## src/excsup_pkg.sv

```systemverilog
/*
 Constants shared by the excitation supervision block: register map,
 field positions, reset defaults, time base and sequence states.
 Assumes a 50 MHz system clock and a 5 ms supervision tick.
*/
package excsup_pkg;
    localparam int AW = 6;
    localparam int CW = 20;
    localparam int TW = 20;

    // Register byte offsets.
    localparam logic [AW-1:0] OFF_CTRL = 6'h00;
    localparam logic [AW-1:0] OFF_OFDLY = 6'h04;
    localparam logic [AW-1:0] OFF_HI = 6'h08;
    localparam logic [AW-1:0] OFF_LO = 6'h0c;
    localparam logic [AW-1:0] OFF_TLVL = 6'h10;
    localparam logic [AW-1:0] OFF_SUP = 6'h14;
    localparam logic [AW-1:0] OFF_INV = 6'h18;
    localparam logic [AW-1:0] OFF_RATE = 6'h1c;
    localparam logic [AW-1:0] OFF_STAT = 6'h20;

    // Control and status field positions.
    localparam int CB_OF = 0;
    localparam int CB_IT = 1;
    localparam int CB_SRC = 2;
    localparam int SB_TRIP = 0;
    localparam int SB_TALM = 1;
    localparam int SB_FAIL = 2;
    localparam int SB_COND = 3;
    localparam int SB_SEQ = 4;

    localparam logic [1:0] SRC_NORMAL = 2'h0;
    localparam logic [1:0] SRC_OPEN = 2'h1;
    localparam logic [1:0] RESP_OKAY = 2'h0;
    localparam logic [1:0] RESP_DECERR = 2'h3;

    // Reset defaults, each in its register's own step.
    localparam logic [11:0] DEF_OFDLY = 12'h258;
    localparam logic [11:0] DEF_HI = 12'h064;
    localparam logic [11:0] DEF_LO = 12'h00a;
    localparam logic [7:0] DEF_TLVL = 8'h64;
    localparam logic [14:0] DEF_SUP = 15'h0005;
    localparam logic [7:0] DEF_INV = 8'h0a;
    localparam logic [6:0] DEF_RATE = 7'h02;

    // Time base: tick in microseconds and the cycles it takes.
    localparam int TICK_US = 5000;
    localparam int CLK_MHZ = 50;
    localparam int TICK_CYCLES_DEF = TICK_US * CLK_MHZ;
    localparam int TENTH_US = 100000;
    localparam int TENTH_TICKS = TENTH_US / TICK_US;
    localparam int RAMP_TICKS = 10;
    localparam int RAMP_GAIN = RAMP_TICKS * TICK_US / 10000;
    localparam int THR_SCALE = 100;

    typedef enum logic [3:0] {
        SEQ_IDLE = 4'b0001,
        SEQ_RUNDOWN = 4'b0010,
        SEQ_TRIP = 4'b0100,
        SEQ_DONE = 4'b1000
    } seq_t;
endpackage

```

## src/excsup_timer.sv

```systemverilog
/*
 Restartable delay timer counting supervision ticks.
 Assumes tick is a one-cycle pulse from the same clock.
*/
`timescale 1ns/100ps
module excsup_timer #(
    parameter int TW = 20
) (
    // Clock and reset.
    input wire logic aclk,
    input wire logic aresetn,
    // Control.
    input wire logic run,
    input wire logic tick,
    input wire logic [TW-1:0] limit,
    // Result.
    output logic done
);
    typedef struct packed {
        logic [TW-1:0] cnt;
        logic done;
    } tst_t;

    tst_t s_r;
    tst_t s_nxt;

    always_comb begin
        s_nxt = s_r;
        if (!run) begin
            s_nxt = '0;
        end else begin
            if (tick && s_r.cnt < limit) begin
                s_nxt.cnt = s_r.cnt + 1'b1;
            end
            s_nxt.done = s_r.cnt >= limit;
        end
    end

    always_ff @(posedge aclk) begin
        if (!aresetn) begin
            s_r <= '0;
        end else begin
            s_r <= s_nxt;
        end
    end

    assign done = s_r.done;
endmodule // excsup_timer

```

## src/excsup_top.sv

```systemverilog
/*
 Excitation supervision: open-field trip, transistor temperature alarm,
 internal field-breaker trip sequence and open-loop control ramp, with
 an AXI4-Lite register slave. Assumes all inputs synchronous to aclk.
*/
// Functional notes
// - Open-field monitoring enable, off after reset
// - Condition: control high and current low
// - Condition held for delay trips rectifier
// - Open-field delay in 5 ms, default 3 s
// - High threshold in 0.01, default 1.00
// - Low threshold 0.01, default 0.10, inclusive
// - Temperature alarm at level, default 100
// - Temperature supervision cannot be disabled
// - Internal breaker trip enable, off after reset
// - Off command: run down, then open
// - Event if breaker not open in time
// - Supervision time in 0.1 s, default 0.5
// - Inverter stop time default 1.0 s
// - Open-loop option ramps control at rate
`timescale 1ns/100ps
module excsup_top
    import excsup_pkg::*;
#(
    parameter int TICK_CYCLES = TICK_CYCLES_DEF,
    parameter int TCW = 18
) (
    // Clock and reset.
    input wire logic aclk,
    input wire logic aresetn,
    // AXI4-Lite write channels.
    input wire logic [AW-1:0] awaddr,
    input wire logic awvalid,
    output logic awready,
    input wire logic [31:0] wdata,
    input wire logic [3:0] wstrb,
    input wire logic wvalid,
    output logic wready,
    output logic [1:0] bresp,
    output logic bvalid,
    input wire logic bready,
    // AXI4-Lite read channels.
    input wire logic [AW-1:0] araddr,
    input wire logic arvalid,
    output logic arready,
    output logic [31:0] rdata,
    output logic [1:0] rresp,
    output logic rvalid,
    input wire logic rready,
    // Measurements, 1e-4 p.u., 0.01 p.u. and degrees.
    input wire logic [CW-1:0] ctrl_in,
    input wire logic [11:0] field_cur,
    input wire logic [7:0] igbt_temp,
    // Breaker and machine circuit.
    input wire logic mcc_open,
    input wire logic brk_off_cmd,
    input wire logic brk_open_st,
    // Open-loop ramp commands.
    input wire logic ramp_up,
    input wire logic ramp_down,
    // Outputs to the power stage and breaker.
    output logic [CW-1:0] ctrl_out,
    output logic rect_trip,
    output logic temp_alarm,
    output logic run_down,
    output logic brk_trip_cmd,
    output logic brk_fail_evt
);
    typedef struct packed {
        logic awok;
        logic [AW-1:0] awa;
        logic wok;
        logic [31:0] wd;
        logic [3:0] ws;
        logic bv;
        logic [1:0] br;
        logic rv;
        logic [31:0] rd;
        logic [1:0] rr;
        logic of_en;
        logic it_en;
        logic [1:0] src;
        logic [11:0] of_dly;
        logic [11:0] hi;
        logic [11:0] lo;
        logic [7:0] tlvl;
        logic [14:0] sup;
        logic [7:0] inv;
        logic [6:0] rate;
        logic trip;
        logic talm;
        logic fail;
        seq_t seq;
        logic [TCW-1:0] tcnt;
        logic tick;
        logic [3:0] rcnt;
        logic [CW-1:0] acc;
        logic rund;
        logic bopen;
    } st_t;

    localparam st_t ST_RST = '{of_dly: DEF_OFDLY, hi: DEF_HI, lo: DEF_LO,
        tlvl: DEF_TLVL, sup: DEF_SUP, inv: DEF_INV, rate: DEF_RATE,
        seq: SEQ_IDLE, default: '0};
    localparam logic [TCW-1:0] TICK_LAST = TCW'(TICK_CYCLES - 1);
    localparam logic [3:0] RAMP_LAST = 4'(RAMP_TICKS - 1);
    localparam logic [CW-1:0] CMAX = '1;

    st_t s_r;
    st_t s_nxt;
    logic [2:0] t_run;
    logic [2:0] t_done;
    logic [TW-1:0] t_lim [3];
    logic of_cond;
    logic [CW-1:0] hi_scaled;
    logic [CW-1:0] ramp_inc;

    // Byte-lane merge of a register's old value with write data.
    function automatic logic [31:0] merge(input logic [31:0] old,
                                          input logic [31:0] d,
                                          input logic [3:0] s);
        logic [31:0] r;
        r = old;
        for (int i = 0; i < 4; i++) begin
            if (s[i]) begin
                r[8*i +: 8] = d[8*i +: 8];
            end
        end
        return r;
    endfunction

    // Word-aligned register byte offset of a byte address.
    function automatic logic [AW-1:0] align(input logic [AW-1:0] a);
        return {a[AW-1:2], 2'b00};
    endfunction

    assign hi_scaled = CW'(s_r.hi * THR_SCALE);
    assign ramp_inc = CW'(s_r.rate * RAMP_GAIN);
    // Inclusive low-current test; the control side must exceed.
    assign of_cond = s_r.of_en && s_r.acc > hi_scaled
        && field_cur <= s_r.lo;

    assign t_run[0] = of_cond;
    assign t_lim[0] = TW'(s_r.of_dly);
    assign t_run[1] = s_r.seq == SEQ_RUNDOWN;
    assign t_lim[1] = TW'(s_r.inv * TENTH_TICKS);
    assign t_run[2] = s_r.seq == SEQ_TRIP;
    assign t_lim[2] = TW'(s_r.sup * TENTH_TICKS);

    generate
        for (genvar g = 0; g < 3; g++) begin : g_tmr
            excsup_timer #(.TW(TW)) u_tmr (
                .aclk(aclk),
                .aresetn(aresetn),
                .run(t_run[g]),
                .tick(s_r.tick),
                .limit(t_lim[g]),
                .done(t_done[g])
            );
        end
    endgenerate

    always_comb begin
        logic [31:0] w;
        logic [AW-1:0] ra;
        logic clr_trip;
        logic clr_fail;
        logic fail_set;
        logic [CW:0] sum;
        w = '0;
        ra = align(araddr);
        clr_trip = 1'b0;
        clr_fail = 1'b0;
        fail_set = 1'b0;
        sum = '0;
        s_nxt = s_r;

        // Supervision tick from the system clock.
        s_nxt.tick = 1'b0;
        if (s_r.tcnt == TICK_LAST) begin
            s_nxt.tcnt = '0;
            s_nxt.tick = 1'b1;
        end else begin
            s_nxt.tcnt = s_r.tcnt + 1'b1;
        end

        // Write address and data are taken independently.
        if (awvalid && awready) begin
            s_nxt.awok = 1'b1;
            s_nxt.awa = align(awaddr);
        end
        if (wvalid && wready) begin
            s_nxt.wok = 1'b1;
            s_nxt.wd = wdata;
            s_nxt.ws = wstrb;
        end
        if (s_r.bv && bready) begin
            s_nxt.bv = 1'b0;
        end
        if (s_r.awok && s_r.wok && !s_r.bv) begin
            s_nxt.awok = 1'b0;
            s_nxt.wok = 1'b0;
            s_nxt.bv = 1'b1;
            s_nxt.br = RESP_OKAY;
            case (s_r.awa)
                OFF_CTRL: begin
                    w = merge({28'h0, s_r.src, s_r.it_en, s_r.of_en},
                              s_r.wd, s_r.ws);
                    s_nxt.of_en = w[CB_OF];
                    s_nxt.it_en = w[CB_IT];
                    s_nxt.src = w[CB_SRC +: 2];
                end
                OFF_OFDLY: begin
                    w = merge({20'h0, s_r.of_dly}, s_r.wd, s_r.ws);
                    s_nxt.of_dly = w[11:0];
                end
                OFF_HI: begin
                    w = merge({20'h0, s_r.hi}, s_r.wd, s_r.ws);
                    s_nxt.hi = w[11:0];
                end
                OFF_LO: begin
                    w = merge({20'h0, s_r.lo}, s_r.wd, s_r.ws);
                    s_nxt.lo = w[11:0];
                end
                OFF_TLVL: begin
                    w = merge({24'h0, s_r.tlvl}, s_r.wd, s_r.ws);
                    s_nxt.tlvl = w[7:0];
                end
                OFF_SUP: begin
                    w = merge({17'h0, s_r.sup}, s_r.wd, s_r.ws);
                    s_nxt.sup = w[14:0];
                end
                OFF_INV: begin
                    w = merge({24'h0, s_r.inv}, s_r.wd, s_r.ws);
                    s_nxt.inv = w[7:0];
                end
                OFF_RATE: begin
                    w = merge({25'h0, s_r.rate}, s_r.wd, s_r.ws);
                    s_nxt.rate = w[6:0];
                end
                OFF_STAT: begin
                    w = s_r.wd & {32{s_r.ws[0]}};
                    clr_trip = w[SB_TRIP];
                    clr_fail = w[SB_FAIL];
                end
                default: begin
                    s_nxt.br = RESP_DECERR;
                end
            endcase
        end

        // Read channel.
        if (s_r.rv && rready) begin
            s_nxt.rv = 1'b0;
        end
        if (arvalid && arready) begin
            s_nxt.rv = 1'b1;
            s_nxt.rr = RESP_OKAY;
            case (ra)
                OFF_CTRL: s_nxt.rd = {28'h0, s_r.src, s_r.it_en, s_r.of_en};
                OFF_OFDLY: s_nxt.rd = {20'h0, s_r.of_dly};
                OFF_HI: s_nxt.rd = {20'h0, s_r.hi};
                OFF_LO: s_nxt.rd = {20'h0, s_r.lo};
                OFF_TLVL: s_nxt.rd = {24'h0, s_r.tlvl};
                OFF_SUP: s_nxt.rd = {17'h0, s_r.sup};
                OFF_INV: s_nxt.rd = {24'h0, s_r.inv};
                OFF_RATE: s_nxt.rd = {25'h0, s_r.rate};
                OFF_STAT: s_nxt.rd = {24'h0, s_r.seq, of_cond, s_r.fail,
                                      s_r.talm, s_r.trip};
                default: begin
                    s_nxt.rd = '0;
                    s_nxt.rr = RESP_DECERR;
                end
            endcase
        end

        // Open-field trip latches; a new expiry beats a clear.
        if (t_done[0]) begin
            s_nxt.trip = 1'b1;
        end else if (clr_trip) begin
            s_nxt.trip = 1'b0;
        end

        // No enable exists for this comparison on purpose.
        s_nxt.talm = igbt_temp >= s_r.tlvl;

        case (s_r.seq)
            SEQ_IDLE: begin
                if (s_r.it_en && mcc_open && brk_off_cmd) begin
                    s_nxt.seq = SEQ_RUNDOWN;
                end
            end
            SEQ_RUNDOWN: begin
                if (t_done[1]) begin
                    s_nxt.seq = SEQ_TRIP;
                end
            end
            SEQ_TRIP: begin
                if (brk_open_st) begin
                    s_nxt.seq = SEQ_DONE;
                end else if (t_done[2]) begin
                    s_nxt.seq = SEQ_DONE;
                    fail_set = 1'b1;
                end
            end
            SEQ_DONE: begin
                if (!brk_off_cmd) begin
                    s_nxt.seq = SEQ_IDLE;
                end
            end
            default: begin
                s_nxt.seq = SEQ_IDLE;
            end
        endcase
        if (!s_r.it_en) begin
            s_nxt.seq = SEQ_IDLE;
        end
        s_nxt.rund = s_nxt.seq != SEQ_IDLE;
        s_nxt.bopen = s_nxt.seq == SEQ_TRIP || s_nxt.seq == SEQ_DONE;

        if (fail_set) begin
            s_nxt.fail = 1'b1;
        end else if (clr_fail) begin
            s_nxt.fail = 1'b0;
        end

        // Outside open loop the ramp tracks the input, so entry is bumpless.
        if (s_r.src == SRC_OPEN) begin
            if (s_r.tick) begin
                s_nxt.rcnt = s_r.rcnt + 1'b1;
                if (s_r.rcnt == RAMP_LAST) begin
                    s_nxt.rcnt = '0;
                    if (ramp_up && !ramp_down) begin
                        sum = {1'b0, s_r.acc} + {1'b0, ramp_inc};
                        s_nxt.acc = sum[CW] ? CMAX : sum[CW-1:0];
                    end else if (ramp_down && !ramp_up) begin
                        s_nxt.acc = s_r.acc > ramp_inc ?
                            s_r.acc - ramp_inc : '0;
                    end
                end
            end
        end else begin
            s_nxt.rcnt = '0;
            s_nxt.acc = ctrl_in;
        end
    end

    always_ff @(posedge aclk) begin
        if (!aresetn) begin
            s_r <= ST_RST;
        end else begin
            s_r <= s_nxt;
        end
    end

    assign awready = !s_r.awok && !s_r.bv;
    assign wready = !s_r.wok && !s_r.bv;
    assign bvalid = s_r.bv;
    assign bresp = s_r.br;
    assign arready = !s_r.rv;
    assign rvalid = s_r.rv;
    assign rdata = s_r.rd;
    assign rresp = s_r.rr;
    assign ctrl_out = s_r.acc;
    assign rect_trip = s_r.trip;
    assign temp_alarm = s_r.talm;
    assign run_down = s_r.rund;
    assign brk_trip_cmd = s_r.bopen;
    assign brk_fail_evt = s_r.fail;
endmodule // excsup_top

```

## config.mk

```make
export PLATFORM = sky130hd
export DESIGN_NAME = excsup_top
export DESIGN_NICKNAME = d
export VERILOG_FILES = /design/src/excsup_pkg.sv /design/src/excsup_timer.sv /design/src/excsup_top.sv
export SDC_FILE = /design/constraint.sdc
export NUM_CORES = 1
export LEC_CHECK = 0
export ABC_AREA = 1
export BUFFER_PORTS_ARGS = -buffer_cell sky130_fd_sc_hd__buf_2
export CORE_UTILIZATION = 33
export CTS_CLUSTER_SIZE = 10
export DETAILED_ROUTE_END_ITERATION = 8
export HOLD_SLACK_MARGIN = 0.1
export RECOVER_POWER = 50
export SETUP_SLACK_MARGIN = 0.05
export SLEW_MARGIN = 20
export SYNTH_ARGS = -nofsm -noshare
export SYNTH_HDL_FRONTEND = slang
export SYNTH_SLANG_ARGS = --single-unit
```

## constraint.sdc

```tcl
create_clock -name aclk -period 11.44 [get_ports aclk]
set_input_delay 0.572 -clock aclk [delete_from_list [all_inputs] [get_ports aclk]]
set_output_delay 0.572 -clock aclk [all_outputs]
set_load 0.05 [all_outputs]
```

==> run metrics <==
first-pass iteration count of the detailed router 5; number of I/O port buffers 125; number of instances in the synthesized netlist 2449; count of inserted antenna diode cells 0; setup violators final 0; highest net fanout along the worst path 21; Max transition margin -89.7%; setup repair after global routing missed its margin false; clock root buffer master clkbuf_16; main area contributors after synthesis dfxtp_1, ha_1, nand2_1, inv_1, a21oi_1; cells along the critical path ha_1 -> ha_1 -> inv_1 -> fa_1 -> inv_1 -> ha_1 -> a21oi_1 -> and2_1 -> inv_1 -> a21oi_1 -> o21ai_0 -> xnor2_1 -> ha_1 -> nand2_1 -> nor2_1 -> nand2_1 -> nor2_1 -> o21ai_0 -> nand3_1 -> nand4_1 -> a21oi_1; Max H-tree Level 1; clock network latency to the later pin of the worst-skew pair 0.59 ns; fraction of final layout cells sized beyond drive strength 1 6.96%; Detailed Route WL 50700 µm; average wire per cell in the routed design 15.9 µm; vias in the first global route 15.1k; length in cells of the worst reg-to-reg path 21; average size of a mapped cell 6.93 µm²; remaining routing DRC violations 0; Die Y-Extent 229 µm; worst-margin pin slew 2.85 ns; leftover overflow at the end of global routing 0; aggregate global-route resource usage 19.0%; starting density of the core 33.6%; Slew Limit Fails 141; outcome finished with violations; CTS Buf Count 30; largest voltage drop on the vdd net 0.115 mV; violations in the final reports max-capacitance violations, max-slew violations; kind of capture point of the worst setup path flip-flop; final net count 2817; post-synthesis compound-gate area fraction 15.3%; number of hold-slack violations in the final timing report 0; Die ar. 52400 µm²; global-route wire length before repair 80100 µm; I/O pin total 166; number of gates resized after CTS 0; area of the placeable core 50500 µm²; routed vias/inst 5.02; most frequent cell on the critical path ha_1; startpoint types flip-flop; most frequent cell after synthesis nand2_1; register area share after synthesis 27.7%; largest stage delay on the critical path 0.82 ns; placer's final routability congestion estimate 0.978; number of flops mapped to enable cells by yosys 0; ranking of synthesized cells by instance count nand2_1, inv_1, a21oi_1, dfxtp_1, nor2_1; clock tree from TritonCTS done; Hold/Removal Path Class input pin to flip-flop; Die Span X 229 µm; Hold-fix buffers, CTS 0; Yosys top cell area share 27.7%; post-synthesis cell area 17000 µm²; number of core rows 82; number of unique standard cell types used by synthesis 49; DRT antenna net count 0; worst hold path cell count 4; #FFs+latches synth 235; portion of the clock cycle consumed by the worst path in the final layout 44.8%; Iter 0 DRT Violations 1378; CTS Buffer Depth 3; area share of xor/xnor cells in the synthesized design 4.33%; DP HPWL 40300 µm; clock period minus worst slack 5.13 ns; most instantiated flip-flop cell in the synthesis netlist dfxtp_1; MaxCap Viol Count 3; setup_tns 0 ns; Clock Skews 0.0303 ns; WP data arrival 5.62 ns; class of the most critical setup path flip-flop to flip-flop; number of antenna violations at the first check in global routing 2; Cell Pwr Density 106 nW/µm²; area overhead of the layout relative to synthesis 10.0%; FFs w/ async S/R, synth 0%; area leader, netlist dfxtp_1; proportion of synthesized area in mux cells 0%; total via count after detailed routing 16.1k; number of warnings reported in the yosys synthesis log 0; Max Clock Freq 195 MHz; Adder-Cell Fraction of Synth Area 15.6%; leakage power total 8.28 nW; clk sink count 235; combinational family with the most area after synthesis simple AND/OR/NAND/NOR gates; clock slew seen by the registers of the worst setup and hold paths 0.06 ns; required time of the critical path 11.93 ns; slowest library cell on the worst path nand4_1; post-CTS setup buffer count 0; pin count of the biggest net entering global routing 60; share of synthesized cell area in and, or, nand and nor gates 25.0%; post-route worst hold slack 0.225 ns
worst paths after layout:
path,startpoint,end,slack (ns)
max,s_r[106],g_tmr[0].u_tmr.s_r[1],6.31
min,bready,bvalid,0.23
max reg2reg,s_r[106],g_tmr[0].u_tmr.s_r[1],6.31
min reg2reg,g_tmr[1].u_tmr.s_r[20],g_tmr[1].u_tmr.s_r[20],0.44
report_power, final:
part           internal [mW]  switching (mW)
logic                 0.0581           0.164
clock network          0.527           0.372
registers              0.834          0.0217
total                   1.42           0.557
worst max-delay path, delay by kind of cell, from the launching register on:
| family | cells | cell delay, ns |
|---|---|---|
| DFF | 1 | 0.47 |
| buffers and inverters | 3 | 0.17 |
| and+or+nand+nor | 7 | 1.56 |
| AOI/OAI and AO/OA | 5 | 0.99 |
| adders and majority gates | 5 | 1.68 |
| xor gates and xnor gates | 1 | 0.15 |
metal layers:
| layer | up-vias | wire [µm] | GRT usage (%) | part of all wire, % |
|---|---|---|---|---|
| li1 | 8108 | - | - | - |
| met1 | 7401 | 24300 | 26.8 | 48 |
| met2 | 490 | 22000 | 30.4 | 43 |
| met3 | 63 | 3420 | 2.66 | 6.7 |
| met4 | 4 | 966 | 4.25 | 1.9 |
| met5 | - | 31 | 0 | 0.061 |
cells by family (layout without fill, tap and decap cells):
kind of cell | count (synthesis) | in the layout
XOR/XNOR | 84 | 84
other | 1 | 17
AO/OA/AOI/OAI | 468 | 468
flip-flops | 235 | 235
adder cells (fa/ha/maj) | 205 | 205
buffers and inverters | 474 | 536
AND/OR/NAND/NOR | 982 | 982
flip-flops by register name, summed over array words and instances, names as in the netlist, 3 cells and up:
signal            count
rdata                15
g_tmr.u_tmr.s_r      60
ctrl_out             20
s_r                 128
g_tmr.u_tmr.done      3
final cells by class:
class	count	area, µm²
well taps	672	841
flip-flops and latches	235	4700
clock inverters	9	120
fillers	5438	31800
inverters	357	1340
repair buffers	132	603
multi-input cells	1756	10300
clock buffers	38	791
placed cells by master, fill, tap and decap left out, drive strengths merged, types with 16 or more instances in the layout:
master / n
conb: 17
o21ai: 134
buf: 80
nand3: 162
nand2: 507
inv: 355
dfxtp: 235
a21oi: 253
nand4: 35
clkbuf: 90
ha: 193
o22ai: 16
nor3: 40
xnor2: 30
nor2: 211
a211oi: 24
xor2: 54
metrics by stage:
stage,setup WS [ns],instance area [µm²],std cells,power (mW),utilization (%)
finish,6.31,18700,3199,1.98,37.0
global route,5.84,18700,3199,2.06,37.0
CTS,6.36,18800,3199,1.99,37.2
detailed placement,6.37,17900,3152,1.10,35.4
global placement,6.48,17900,3152,1.09,35.4
floorplan,7.66,17000,2465,1.03,-
Note: power is estimated with default switching activity, not from simulation.
